==> src/design/vram_host_pkg.sv <==
// Constants, commands and timing counts for the video DRAM host controller.
// Functional notes
// RULE1 - Every access carries thirty-two data bits.
// RULE2 - Mask strobe at row fall selects per-bit mask.
// RULE3 - Function select high at column fall: block write.
// RULE4 - Select and strobe high at row: colour load.
// RULE5 - Device samples data at later falling strobe.
// RULE6 - Wait 100 us, then eight row cycles.
// RULE7 - Refresh overrun repeats the eight-cycle wake-up.
// RULE8 - Column-before-row cycle refreshes from internal counter.
// RULE9 - Device floats data while column strobe high.
// RULE10 - Column strobe high for precharge before row fall.
// RULE11 - Early write keeps device outputs open throughout.
// RULE12 - Late write needs output enable high.
// RULE13 - Read-write cycle drives read data first.
// RULE14 - Undefined outputs still give a valid write.
// RULE15 - Read outputs float when enable or column rises.
// RULE16 - Lowered enable after write re-drives read data.
// RULE17 - Column rising first keeps outputs open.
// RULE18 - Page mode mixes read and write columns.
// RULE19 - Read command held past column strobe rise; a page write after a read lowers the write strobe on that same edge.
// RULE20 - 512 row refreshes within every refresh period.
// RULE21 - Colour value kept for every block write.
package vram_host_pkg;
	localparam int DQ_W = 32;
	localparam int ADDR_W = 9;
	localparam int CAS_W = 4;
	localparam int CNT_W = 12;
	localparam int WAKE_W = 4;
	localparam int DQ_SYNC_DEPTH = 3;

	localparam int CLK_PERIOD_NS = 50;
	localparam int T_POWERUP_US = 100;
	localparam int WAKE_CYCLES = 8;
	localparam int T_REF_PERIOD_MS = 8;
	localparam int REF_ROWS = 512;
	localparam int T_WAKE_LIMIT_US = 16_700;
	localparam int T_RAS_NS = 80;
	localparam int T_RP_NS = 60;
	localparam int T_CAS_NS = 25;

	// Least times round up, the refresh interval (a longest time) rounds down.
	localparam int POWERUP_CYC =
		(T_POWERUP_US * 1000 + CLK_PERIOD_NS - 1) / CLK_PERIOD_NS;
	localparam int REF_INT_CYC =
		(T_REF_PERIOD_MS * 1_000_000 / REF_ROWS) / CLK_PERIOD_NS;
	localparam int WAKE_LIMIT_CYC = (T_WAKE_LIMIT_US * 1000) / CLK_PERIOD_NS;
	localparam int RAS_CYC = (T_RAS_NS + CLK_PERIOD_NS - 1) / CLK_PERIOD_NS;
	localparam int RP_CYC = (T_RP_NS + CLK_PERIOD_NS - 1) / CLK_PERIOD_NS;
	localparam int WRITE_CAS_CYC =
		(T_CAS_NS + CLK_PERIOD_NS - 1) / CLK_PERIOD_NS;
	// Column low long enough for data to pass the synchroniser and settle.
	localparam int READ_CAS_CYC = DQ_SYNC_DEPTH + 3;

	typedef logic [CNT_W-1:0] cnt_t;

	typedef enum logic [2:0] {
		CMD_READ,
		CMD_WRITE,
		CMD_MASKED_WRITE,
		CMD_BLOCK_WRITE,
		CMD_MASKED_BLOCK,
		CMD_LOAD_COLOR
	} cmd_e;

	typedef enum logic [3:0] {
		ST_POWERUP,
		ST_WAKE_RAS,
		ST_WAKE_PRE,
		ST_IDLE,
		ST_ROW,
		ST_RAS,
		ST_COL,
		ST_CAS,
		ST_PAGE,
		ST_PRE,
		ST_REF_CAS,
		ST_REF_RAS
	} state_e;
endpackage

==> src/design/timer_if.sv <==
// Restart and tick signals between the controller and an interval timer.
`timescale 1ns/100ps
`default_nettype none
interface timer_if;
	logic restart;
	logic tick;
	modport timer (input restart, output tick);
	modport user (output restart, input tick);
endinterface
`default_nettype wire

==> src/design/interval_timer.sv <==
// Periodic down-counter that pulses tick once per COUNT cycles.
`timescale 1ns/100ps
`default_nettype none
module interval_timer #(
	parameter int COUNT = 312
) (
	input wire logic clk_in,
	input wire logic rst_in,
	timer_if.timer tm
);
	localparam int W = $clog2(COUNT + 1);
	logic [W-1:0] cnt_q;
	logic [W-1:0] cnt_d;
	logic tick_q;
	logic tick_d;

	// Reload on restart or expiry; a restart suppresses the pending tick.
	always_comb begin
		tick_d = 1'b0;
		cnt_d = cnt_q - 1'b1;
		if (tm.restart || cnt_q == '0) begin
			cnt_d = W'(COUNT - 1);
			tick_d = !tm.restart;
		end
	end

	always_ff @(posedge clk_in) begin
		if (rst_in) begin
			cnt_q <= W'(COUNT - 1);
			tick_q <= 1'b0;
		end else begin
			cnt_q <= cnt_d;
			tick_q <= tick_d;
		end
	end

	assign tm.tick = tick_q;
endmodule // interval_timer
`default_nettype wire

==> src/design/vram_host.sv <==
// Host controller driving the random-access port of a 32-bit video DRAM.
`timescale 1ns/100ps
`default_nettype none
module vram_host
	import vram_host_pkg::*;
#(
	parameter int WAKE_LIMIT = WAKE_LIMIT_CYC,
	parameter int REF_INTERVAL = REF_INT_CYC
) (
	input wire logic clk_in,
	input wire logic rst_in,
	input wire logic req_in,
	input wire logic [2:0] cmd_in,
	input wire logic [ADDR_W-1:0] row_in,
	input wire logic [ADDR_W-1:0] col_in,
	input wire logic [DQ_W-1:0] data_in,
	input wire logic [DQ_W-1:0] bitmask_in,
	output logic ready_out,
	output logic rvalid_out,
	output logic [DQ_W-1:0] rdata_out,
	output logic init_done_out,
	output logic ras_n_out,
	output logic [CAS_W-1:0] cas_n_out,
	output logic [ADDR_W-1:0] addr_out,
	output logic mask_write_strobe_n_out,
	output logic special_function_select_out,
	output logic transfer_output_enable_n_out,
	output logic [DQ_W-1:0] dq_out,
	output logic dq_oe_out,
	input wire logic [DQ_W-1:0] dq_in
);
	state_e st_q, st_d;
	cnt_t cnt_q, cnt_d;
	logic [WAKE_W-1:0] wake_q, wake_d;
	cmd_e cmd_q, cmd_d;
	logic [ADDR_W-1:0] row_q, row_d, col_q, col_d;
	logic [DQ_W-1:0] data_q, data_d, mask_q, mask_d;
	logic pend_q, pend_d, ref_pend_q, ref_pend_d, wake_need_q, wake_need_d;
	logic ready_q, ready_d, rvalid_q, rvalid_d, init_q, init_d;
	logic [DQ_W-1:0] rdata_q, rdata_d;
	logic ras_n_q, ras_n_d, cas_n_q, cas_n_d, we_n_q, we_n_d;
	logic dsf_q, dsf_d, oe_n_q, oe_n_d, dq_oe_q, dq_oe_d;
	logic [ADDR_W-1:0] addr_q, addr_d;
	logic [DQ_W-1:0] dq_q, dq_d;
	logic [DQ_W-1:0] s1_q, s2_q, s3_q, settled_q, settled_d;
	logic take, page_ok, ref_start;

	timer_if ref_tm ();
	timer_if ovd_tm ();

	// Free-running refresh pacing: one row every interval keeps all rows fresh.
	interval_timer #(.COUNT(REF_INTERVAL)) u_ref_timer ( // [RULE20]
		.clk_in(clk_in),
		.rst_in(rst_in),
		.tm(ref_tm)
	);

	// Watchdog restarted by every refresh; expiry forces a new wake-up.
	interval_timer #(.COUNT(WAKE_LIMIT)) u_ovd_timer (
		.clk_in(clk_in),
		.rst_in(rst_in),
		.tm(ovd_tm)
	);

	assign ref_tm.restart = 1'b0;
	assign ovd_tm.restart = ref_start;

	function automatic logic page_class(input cmd_e c);
		// Only cycles with identical row-edge settings may share a page.
		return c == CMD_READ || c == CMD_WRITE || c == CMD_BLOCK_WRITE;
	endfunction

	// Data pins pass three flops; a value counts once stages two and three agree.
	always_comb begin
		settled_d = settled_q;
		if (s2_q == s3_q) begin
			settled_d = s3_q;
		end
	end

	// Sequencer: power-up, wake-up, access, page, refresh and precharge.
	always_comb begin
		st_d = st_q;
		cnt_d = cnt_q;
		wake_d = wake_q;
		cmd_d = cmd_q;
		row_d = row_q;
		col_d = col_q;
		data_d = data_q;
		mask_d = mask_q;
		pend_d = pend_q;
		init_d = init_q;
		rvalid_d = 1'b0;
		rdata_d = rdata_q;
		ref_start = 1'b0;
		ref_pend_d = ref_pend_q || ref_tm.tick;
		wake_need_d = wake_need_q || ovd_tm.tick;
		take = req_in && ready_q;
		page_ok = page_class(cmd_q) && page_class(cmd_e'(cmd_in)) &&
			row_in == row_q && !ref_pend_q && !wake_need_q; // [RULE18]
		if (take) begin
			cmd_d = cmd_e'(cmd_in);
			row_d = row_in;
			col_d = col_in;
			data_d = data_in;
			mask_d = bitmask_in;
			pend_d = 1'b1;
		end
		case (st_q)
			ST_POWERUP: begin
				if (cnt_q == '0) begin // [RULE6]
					st_d = ST_WAKE_RAS;
					cnt_d = cnt_t'(RAS_CYC - 1);
					wake_d = WAKE_W'(WAKE_CYCLES - 1);
				end else begin
					cnt_d = cnt_q - 1'b1;
				end
			end
			ST_WAKE_RAS: begin
				if (cnt_q == '0) begin
					st_d = ST_WAKE_PRE;
					cnt_d = cnt_t'(RP_CYC - 1);
				end else begin
					cnt_d = cnt_q - 1'b1;
				end
			end
			ST_WAKE_PRE: begin
				if (cnt_q != '0) begin
					cnt_d = cnt_q - 1'b1;
				end else if (wake_q == '0) begin // [RULE6]
					st_d = ST_IDLE;
					init_d = 1'b1;
					ref_start = 1'b1;
					wake_need_d = 1'b0;
				end else begin
					wake_d = wake_q - 1'b1;
					st_d = ST_WAKE_RAS;
					cnt_d = cnt_t'(RAS_CYC - 1);
				end
			end
			ST_IDLE: begin
				if (wake_need_q) begin // [RULE7]
					st_d = ST_WAKE_RAS;
					init_d = 1'b0;
					cnt_d = cnt_t'(RAS_CYC - 1);
					wake_d = WAKE_W'(WAKE_CYCLES - 1);
				end else if (ref_pend_q) begin
					st_d = ST_REF_CAS;
					ref_start = 1'b1;
					ref_pend_d = ref_tm.tick; // A new tick beats the clear.
				end else if (pend_d) begin
					st_d = ST_ROW;
					pend_d = 1'b0;
				end
			end
			ST_ROW: st_d = ST_RAS;
			ST_RAS: st_d = ST_COL;
			ST_COL, ST_PAGE: begin
				st_d = ST_CAS;
				cnt_d = (cmd_q == CMD_READ) ? cnt_t'(READ_CAS_CYC - 1) :
					cnt_t'(WRITE_CAS_CYC - 1);
			end
			ST_CAS: begin
				if (cnt_q != '0) begin
					cnt_d = cnt_q - 1'b1;
				end else begin
					if (cmd_q == CMD_READ) begin
						rvalid_d = 1'b1;
						rdata_d = settled_q; // [RULE1]
					end
					if (take && page_ok) begin
						st_d = ST_PAGE;
						pend_d = 1'b0;
					end else begin
						st_d = ST_PRE;
						cnt_d = cnt_t'(RP_CYC - 1);
					end
				end
			end
			ST_PRE: begin
				if (cnt_q == '0) begin
					st_d = ST_IDLE;
				end else begin
					cnt_d = cnt_q - 1'b1;
				end
			end
			ST_REF_CAS: begin
				st_d = ST_REF_RAS;
				cnt_d = cnt_t'(RAS_CYC - 1);
			end
			ST_REF_RAS: begin
				if (cnt_q == '0) begin
					st_d = ST_PRE;
					cnt_d = cnt_t'(RP_CYC - 1);
				end else begin
					cnt_d = cnt_q - 1'b1;
				end
			end
			default: st_d = ST_POWERUP;
		endcase
		ready_d = !pend_d && !ref_pend_d && !wake_need_d && init_d &&
			(st_d == ST_IDLE ||
			(st_d == ST_CAS && cnt_d == '0 && page_class(cmd_d)));
	end

	// Pin levels follow the next state so they leave flops aligned with it.
	always_comb begin
		ras_n_d = 1'b1;
		cas_n_d = 1'b1;
		we_n_d = 1'b1;
		dsf_d = 1'b0;
		oe_n_d = 1'b1;
		dq_oe_d = 1'b0;
		dq_d = dq_q;
		addr_d = addr_q;
		case (st_d)
			ST_ROW, ST_RAS: begin
				ras_n_d = (st_d == ST_ROW);
				addr_d = row_d;
				// Low strobe at row fall makes the pins a bit mask.
				we_n_d = !(cmd_d == CMD_MASKED_WRITE ||
					cmd_d == CMD_MASKED_BLOCK); // [RULE2]
				dsf_d = (cmd_d == CMD_LOAD_COLOR); // [RULE4]
				dq_oe_d = !we_n_d;
				dq_d = mask_d;
			end
			ST_COL, ST_PAGE, ST_CAS: begin
				ras_n_d = 1'b0;
				cas_n_d = (st_d != ST_CAS);
				addr_d = col_d;
				// Column-edge select picks block write or colour load.
				dsf_d = (cmd_d == CMD_BLOCK_WRITE ||
					cmd_d == CMD_MASKED_BLOCK ||
					cmd_d == CMD_LOAD_COLOR); // [RULE3] [RULE4] [RULE21]
				// Strobe falls before the column edge: always an early write.
				we_n_d = (cmd_d == CMD_READ); // [RULE5] [RULE11] [RULE19]
				oe_n_d = !(cmd_d == CMD_READ && st_d == ST_CAS); // [RULE12]
				dq_oe_d = (cmd_d != CMD_READ);
				dq_d = data_d;
			end
			ST_WAKE_RAS: ras_n_d = 1'b0;
			ST_REF_CAS: cas_n_d = 1'b0; // [RULE8]
			ST_REF_RAS: begin
				cas_n_d = 1'b0;
				ras_n_d = 1'b0;
			end
			// Precharge raises the column strobe before any new row fall.
			ST_PRE: cas_n_d = 1'b1; // [RULE10] [RULE15]
			default: ras_n_d = 1'b1;
		endcase
	end

	// Register all state; pins come straight from these flops.
	always_ff @(posedge clk_in) begin
		if (rst_in) begin
			st_q <= ST_POWERUP;
			cnt_q <= cnt_t'(POWERUP_CYC - 1);
			wake_q <= '0;
			cmd_q <= CMD_READ;
			row_q <= '0;
			col_q <= '0;
			data_q <= '0;
			mask_q <= '0;
			pend_q <= 1'b0;
			ref_pend_q <= 1'b0;
			wake_need_q <= 1'b0;
			ready_q <= 1'b0;
			rvalid_q <= 1'b0;
			rdata_q <= '0;
			init_q <= 1'b0;
			ras_n_q <= 1'b1;
			cas_n_q <= 1'b1;
			we_n_q <= 1'b1;
			dsf_q <= 1'b0;
			oe_n_q <= 1'b1;
			dq_oe_q <= 1'b0;
			dq_q <= '0;
			addr_q <= '0;
			s1_q <= '0;
			s2_q <= '0;
			s3_q <= '0;
			settled_q <= '0;
		end else begin
			st_q <= st_d;
			cnt_q <= cnt_d;
			wake_q <= wake_d;
			cmd_q <= cmd_d;
			row_q <= row_d;
			col_q <= col_d;
			data_q <= data_d;
			mask_q <= mask_d;
			pend_q <= pend_d;
			ref_pend_q <= ref_pend_d;
			wake_need_q <= wake_need_d;
			ready_q <= ready_d;
			rvalid_q <= rvalid_d;
			rdata_q <= rdata_d;
			init_q <= init_d;
			ras_n_q <= ras_n_d;
			cas_n_q <= cas_n_d;
			we_n_q <= we_n_d;
			dsf_q <= dsf_d;
			oe_n_q <= oe_n_d;
			dq_oe_q <= dq_oe_d;
			dq_q <= dq_d;
			addr_q <= addr_d;
			s1_q <= dq_in;
			s2_q <= s1_q;
			s3_q <= s2_q;
			settled_q <= settled_d;
		end
	end

	assign ready_out = ready_q;
	assign rvalid_out = rvalid_q;
	assign rdata_out = rdata_q;
	assign init_done_out = init_q;
	assign ras_n_out = ras_n_q;
	assign cas_n_out = {CAS_W{cas_n_q}};
	assign addr_out = addr_q;
	assign mask_write_strobe_n_out = we_n_q;
	assign special_function_select_out = dsf_q;
	assign transfer_output_enable_n_out = oe_n_q;
	assign dq_out = dq_q;
	assign dq_oe_out = dq_oe_q;
endmodule // vram_host
`default_nettype wire

==> config.mk <==
export PLATFORM = sky130hd
export DESIGN_NAME = vram_host
export DESIGN_NICKNAME = d
export VERILOG_FILES = /design/src/design/vram_host_pkg.sv /design/src/design/timer_if.sv /design/src/design/interval_timer.sv /design/src/design/vram_host.sv
export SDC_FILE = /design/constraint.sdc
export NUM_CORES = 1
export LEC_CHECK = 0
export ABC_CLOCK_PERIOD_IN_PS = 8100
export BUFFER_PORTS_ARGS = -buffer_cell sky130_fd_sc_hd__clkbuf_2
export CAP_MARGIN = 20
export CORE_MARGIN = 2
export CORE_UTILIZATION = 60
export DETAILED_ROUTE_END_ITERATION = 8
export PLACE_DENSITY_LB_ADDON = 0.1
export SLEW_MARGIN = 10
export SYNTH_ARGS = -nofsm -noshare
export SYNTH_HDL_FRONTEND = slang
export SYNTH_SLANG_ARGS = --single-unit
==> constraint.sdc <==
create_clock -name clk_in -period 8.1 [get_ports clk_in]
set_clock_uncertainty 0.2 [all_clocks]
set_input_delay 2.025 -clock clk_in [delete_from_list [all_inputs] [get_ports clk_in]]
set_output_delay 2.025 -clock clk_in [all_outputs]
set_load 0.01 [all_outputs]
==> out/metrics.cfg, run 1 <==
[clock_tree]
htree_levels = 2
clkLatencyLatePin_ns = 0.51
clkTransAtPathRegs_ns = 0.06
post_cts_resized = 0
clock_path_buffers = 3
cts_tree = built
cts_made_buffers = 36
clock_sink_count = 348
hold_buffers = 0
cts_setup_buffers = 0
cts_root_buffer = clkbuf_16

[placed_design]
dp_hpwl_mm = 20.2
io_buffers = 204
dp_cells = 1937
globalplace.congestion = 0.824
place_ws_ns = 2.27

[sta]
holdWs_ns = 0.193
period_share = 0.659
slew_headroom = 0.287
fin_tns_setup_ns = 0
fin_ws_ns = 2.76
rsz0062_at_grt = no
hold_viol = 0
period_needed_ns = 5.34
worst_slew_pin_slew_ns = 1.07
max_freq_mhz = 187
finalSetupViolCount = 0
report.final.slew_viol_count = 0

[synth]
yosysMostFrequentCell = dfxtp_1
synth_edf_count = 0
synth_ff_type = dfxtp_1
netlist_instances = 1536
synthTopCellsByArea = dfxtp_1, nand2_1, mux2i_1
async_reset_ff_frac = 0
avgSynthCellArea_sq_um = 9.07
yosysTopAreaCell = dfxtp_1
ys_seq_area_frac = 0.500
ys_seq_elements = 348
yosys_warnings = 0
synth_cell_types = 65
syn_nets = 1662
synth_area_sq_mm = 0.0139
synth.top_cell.area_share = 0.500
synth_common_cells = dfxtp_1, nand2_1, a21oi_1

[detailed_routing]
vias = 11100
via_per_inst = 5.53
drt_iter0_drc = 671
ant_nets = 0
route.detailed.drc = 0
wirelength_mm = 32.0
avgRoutedWirePerCell_microns = 16.0
dr.pass1.iters = 5

[floorplanning]
core_area_sq_mm = 0.0227
start_util = 0.613
die_h_microns = 156
num_io_pins = 205
row_count = 55
die_w_microns = 156
die-area_sq_mm = 0.0245

[status]
status = finished clean

[worst_setup_path]
worstSetupEndpointType = flop
worst-path-buf-inv = 3
worstPathArrival_ns = 5.53
path_cells = clkbuf_2 > and2_2 > buf_4 > o31ai_1 > a31oi_1 > o21ai_0 > o31ai_4 > buf_12 > mux2_2 > a221o_1
critical_path_required_ns = 8.29
path_class = in2reg
cp_max_fo = 91
cp_top_family = compound AO/OA/AOI/OAI gates
critical_path.slowest_cell = o31ai_4
startpoint_type = input pin
cpPeakStageDelay_ns = 0.79

[cells_and_area]
syn_to_final_growth_pct = 17.1
fin_cells = 2005
final.fill_count = 1759
nets = 1818
drive_gt1_frac = 0.194

[power_and_ir_drop]
p_per_area_mw_per_mm2 = 221
max-vdd-ir-drop_v = 0.000155
power.leakage_uw = 0.00637

[worst_hold_path]
hold_class = reg2reg

[grt]
antenna_found_initial = 1
grt_pass1_wl_mm = 51.6
grt_max_degree = 228
grt_usage = 0.257
grt_pass1_vias = 10700
gr-total-overflow = 0

[run]
maxCapViolations = 0

-- per-layer routing --
metal / track usage / share of wire / vias up
li1: - / - / 5560
met2: 0.434 / 0.47 / 290
met5: 0 / 0 / -
met4: 0.0813 / 0.023 / 0
met1: 0.327 / 0.44 / 5191
met3: 0.0612 / 0.063 / 52
-- cell type report --
cell class | instances | area, sq um | share of cell area
sequential | 348 | 6970 | 0.427
multi-input combinational | 1075 | 6540 | 0.401
timing repair buffer | 218 | 1180 | 0.0726
clock buffer | 56 | 1110 | 0.0679
tap | 285 | 357 | 0.0219
clock inverter | 9 | 109 | 0.00667
inverter | 13 | 48.8 | 0.00299
antenna | 1 | 2.50 | 0.000153
-- stage by stage --
| step | cell area, sq um | utilization | power [uW] |
|---|---|---|---|
| final | 16300 | 0.718 | 3610 |
| after global routing | 16300 | 0.718 | 3730 |
| after CTS | 16300 | 0.717 | 3640 |
| after detailed placement | 15100 | 0.663 | 1970 |
| after global placement | 15100 | 0.663 | 1970 |
| after floorplan | 13900 | - | 1900 |
-- cells in the final DEF, fill, tap and decap left out, drive strengths merged, types with 7 or more instances in the layout --
master / Yosys / final
a21oi: 138 / 138
a221o: 41 / 41
a31oi: 9 / 9
buf: 21 / 14
clkbuf: 79 / 260
dfxtp: 348 / 348
inv: 13 / 13
mux2: 41 / 41
mux2i: 76 / 76
nand2: 277 / 277
nand2b: 18 / 18
nand3: 8 / 8
nand4: 9 / 9
nor2: 131 / 131
nor2b: 104 / 104
nor3: 20 / 20
nor4: 24 / 24
o21ai: 17 / 17
or2: 7 / 7
or3: 7 / 7
or4: 7 / 7
xnor2: 28 / 28
xor2: 37 / 37
-- power by group --
| group | leakage (uW) | internal, uW | switching [uW] |
|---|---|---|---|
| Clock | 0.000598 | 1010 | 661 |
| Sequential | 0.00282 | 1740 | 20.4 |
| Combinational | 0.00295 | 75.6 | 103 |
-- worst paths after layout --
kind	slack (ns)	start	depth (start not counted)	to
hold / removal	0.19	u_ovd_timer.cnt_q[0]$_SDFF_PP1_	1	u_ovd_timer.cnt_q[0]$_SDFF_PP1_
setup / recovery	2.76	req_in	10	dq_out[26]$_SDFFE_PP0P_
hold reg to reg	0.19	u_ovd_timer.cnt_q[0]$_SDFF_PP1_	1	u_ovd_timer.cnt_q[0]$_SDFF_PP1_
setup reg to reg	3.54	cnt_q[0]$_SDFF_PP1_	11	dq_out[26]$_SDFFE_PP0P_
-- flip-flops by register name, indices dropped and copies added (netlist names), 19 cells and up --
signal             cells
u_ovd_timer.cnt_q     19
data_q                32
mask_q                32
s2_q                  32
dq_out                32
rdata_out             32
s1_q                  32
settled_q             32
s3_q                  32
-- logic make-up after synthesis --
family,share of synthesized area
AOI/OAI and AO/OA,0.117
xor gates and xnor gates,0.0409
adders and majority gates,0.00539
buffers and inverters,0.0340
DFF,0.500
muxes,0.0877
and+or+nand+nor,0.215
No activity file was read; power rests on OpenSTA's default activity.
==> inputs of run 2 (changes only) <==
--- a/config.mk
+++ b/config.mk
@@ -5,11 +5,11 @@
 export SDC_FILE = /design/constraint.sdc
 export NUM_CORES = 1
 export LEC_CHECK = 0
-export ABC_CLOCK_PERIOD_IN_PS = 8100
+export ABC_CLOCK_PERIOD_IN_PS = 4600
 export BUFFER_PORTS_ARGS = -buffer_cell sky130_fd_sc_hd__clkbuf_2
 export CAP_MARGIN = 20
 export CORE_MARGIN = 2
-export CORE_UTILIZATION = 60
+export CORE_UTILIZATION = 51
 export DETAILED_ROUTE_END_ITERATION = 8
 export PLACE_DENSITY_LB_ADDON = 0.1
 export SLEW_MARGIN = 10
==> constraint.sdc (replaced) <==
create_clock -name clk_in -period 4.6 [get_ports clk_in]
set_clock_uncertainty 0.2 [all_clocks]
set_input_delay 1.15 -clock clk_in [delete_from_list [all_inputs] [get_ports clk_in]]
set_output_delay 1.15 -clock clk_in [all_outputs]
set_load 0.01 [all_outputs]
==> run 2 against run 1 <==
  * Utilization shrank 11 points
  * Sequential power grew 76%
  * Global-route usage shrank 3.0 points
  * Critical endpoint is now ready_out$_SDFF_PP0_
  * Critical path type is now reg2reg
  * Cell area grew 0.76%
  * Hold slack gained 0.0031 ns
  * Largest power group unchanged
  * Register-to-register slack lost 2.9 ns
  * Critical path depth grew 3
  * Count of clock-buffer cells in the layout shrank 3
  * Worst setup slack lost 2.2 ns
  * Routed wire length grew 3.0%
==> out/metrics.cfg, run 2 (synthesized netlist as in run 1, its figures left out) <==
[clock_tree]
cts_tree = built
clkLatencyLatePin_ns = 0.51
hold_buffers = 0
clkTransAtPathRegs_ns = 0.06
clock_sink_count = 348
clock_path_buffers = 3
cts_setup_buffers = 0
post_cts_resized = 0
cts_root_buffer = clkbuf_16
cts_made_buffers = 37
htree_levels = 2

[worst_setup_path]
reg2reg_depth = 13
path_class = reg2reg
worst-path-buf-inv = 2
crit_path_end = ready_out$_SDFF_PP0_
regToRegStartpoint = cnt_q[1]$_SDFF_PP1_
crit_start = cnt_q[1]$_SDFF_PP1_
rr_endpoint = ready_out$_SDFF_PP0_
path_cells = inv_1 > ha_1 > or3b_1 > nor4_4 > inv_2 > ha_1 > a2111o_1 > a31oi_1 > a31o_2 > a31oi_1 > nor4_1 > nand3_1 > a2111oi_0
r2r_setup_slack_ns = 0.60
worstSetupEndpointType = flop
cpPeakStageDelay_ns = 0.52
cp_top_family = simple AND/OR/NAND/NOR gates
critical_path_required_ns = 4.78
cp.depth = 13
worstPathArrival_ns = 4.18
startpoint_type = flop
cp_max_fo = 15
critical_path.slowest_cell = or3b_1

[sta]
rsz0062_at_grt = no
slew_headroom = 0.308
fin_tns_setup_ns = 0
period_needed_ns = 4.00
hold_viol = 0
holdWs_ns = 0.196
max_freq_mhz = 250
worst_slew_pin_slew_ns = 1.04
report.final.slew_viol_count = 0
period_share = 0.870
finalSetupViolCount = 0

[detailed_routing]
avgRoutedWirePerCell_microns = 16.0
drt_iter0_drc = 849
vias = 11100
top_layer = met5
route.detailed.drc = 0
wl_met2_mm = 15.1
wirelength_mm = 33.0
via_per_inst = 5.39
wl_met1_mm = 14.6
dr.pass1.iters = 5
ant_nets = 0
routed-wl-met3_mm = 2.27

[floorplanning]
die_h_microns = 169
core_area_sq_mm = 0.0269
die-area_sq_mm = 0.0287
start_util = 0.518
die_w_microns = 169
row_count = 60
num_io_pins = 205

[cells_and_area]
final.fill_count = 2368
syn_to_final_growth_pct = 18.0
drive_gt1_frac = 0.199
final_cell_mix = dfxtp_1, nand2_1, clkbuf_2, a21oi_1, nor2_1
final_common_cell = dfxtp_1
final_util = 0.612
seqCellArea_sq_mm = 0.00697
diodes = 0
multi_input_area_sq_mm = 0.00653
nets = 1831
fin_cells = 2067

[placed_design]
globalplace.congestion = 0.879
dp_hpwl_mm = 21.6
io_buffers = 204
dp_cells = 2006

[grt]
grt_pass1_wl_mm = 53.3
antenna_found_initial = 2
grt_usage = 0.227
grt_max_degree = 124
gr-total-overflow = 0
grt_pass1_vias = 10600

[worst_hold_path]
hold_class = reg2reg
hold_depth = 1

[power_and_ir_drop]
max-vdd-ir-drop_v = 0.000223
p_per_area_mw_per_mm2 = 383
power.leakage_uw = 0.00642

[status]
status = finished clean

[run]
maxCapViolations = 0

==> run 2: changes by cell type in the layout (fill, tap and decap cells not counted), sizes merged <==
| cell | before | now |
|---|---|---|
| bufinv | 2 | 1 |
| diode | 1 | 0 |
| clkinvlp | 1 | 2 |
| clkbuf | 260 | 257 |
| buf | 14 | 26 |
| clkinv | 6 | 4 |
==> run 2: metal layers <==
layer  vias up  global-route usage
li1       5573                   -
met1      5170               0.293
met2       320               0.371
met3        75              0.0571
met4         4              0.0788
met5         -                   0
==> run 2: through the flow <==
stage	worst slack (ns)	cell area, sq um	power (uW)
detailed placement	0.175	15200	3480
floorplan	0.861	13900	3350
global placement	0.254	15200	3480
CTS	0.578	16400	6360
finish	0.600	16400	6290
global route	0.347	16400	6530
==> run 2: final cells by class <==
type | count | share of cell area
clock inverters | 7 | 0.00464
flip-flops and latches | 348 | 0.424
well taps | 341 | 0.0260
inverters | 13 | 0.00297
multi-input cells | 1075 | 0.397
repair buffers | 230 | 0.0783
clock buffers | 53 | 0.0674
==> run 2: worst min path at each step <==
stage / from / endpoint / slack, ns
3_5_place_dp: u_ovd_timer.cnt_q[0]$_SDFF_PP1_ / u_ovd_timer.cnt_q[0]$_SDFF_PP1_ / 0.19
3_3_place_gp: u_ovd_timer.cnt_q[0]$_SDFF_PP1_ / u_ovd_timer.cnt_q[0]$_SDFF_PP1_ / 0.18
6_report: u_ovd_timer.cnt_q[0]$_SDFF_PP1_ / u_ovd_timer.cnt_q[0]$_SDFF_PP1_ / 0.20
4_1_cts: u_ovd_timer.cnt_q[0]$_SDFF_PP1_ / u_ovd_timer.cnt_q[0]$_SDFF_PP1_ / 0.20
5_1_grt: u_ovd_timer.cnt_q[0]$_SDFF_PP1_ / u_ovd_timer.cnt_q[0]$_SDFF_PP1_ / 0.22
2_1_floorplan: u_ovd_timer.cnt_q[0]$_SDFF_PP1_ / u_ovd_timer.cnt_q[0]$_SDFF_PP1_ / 0.17
==> run 2: power breakdown <==
part,switching (uW),total [uW],internal (uW)
logic,186,319,133
clock network,1150,2870,1720
registers,34.6,3100,3070
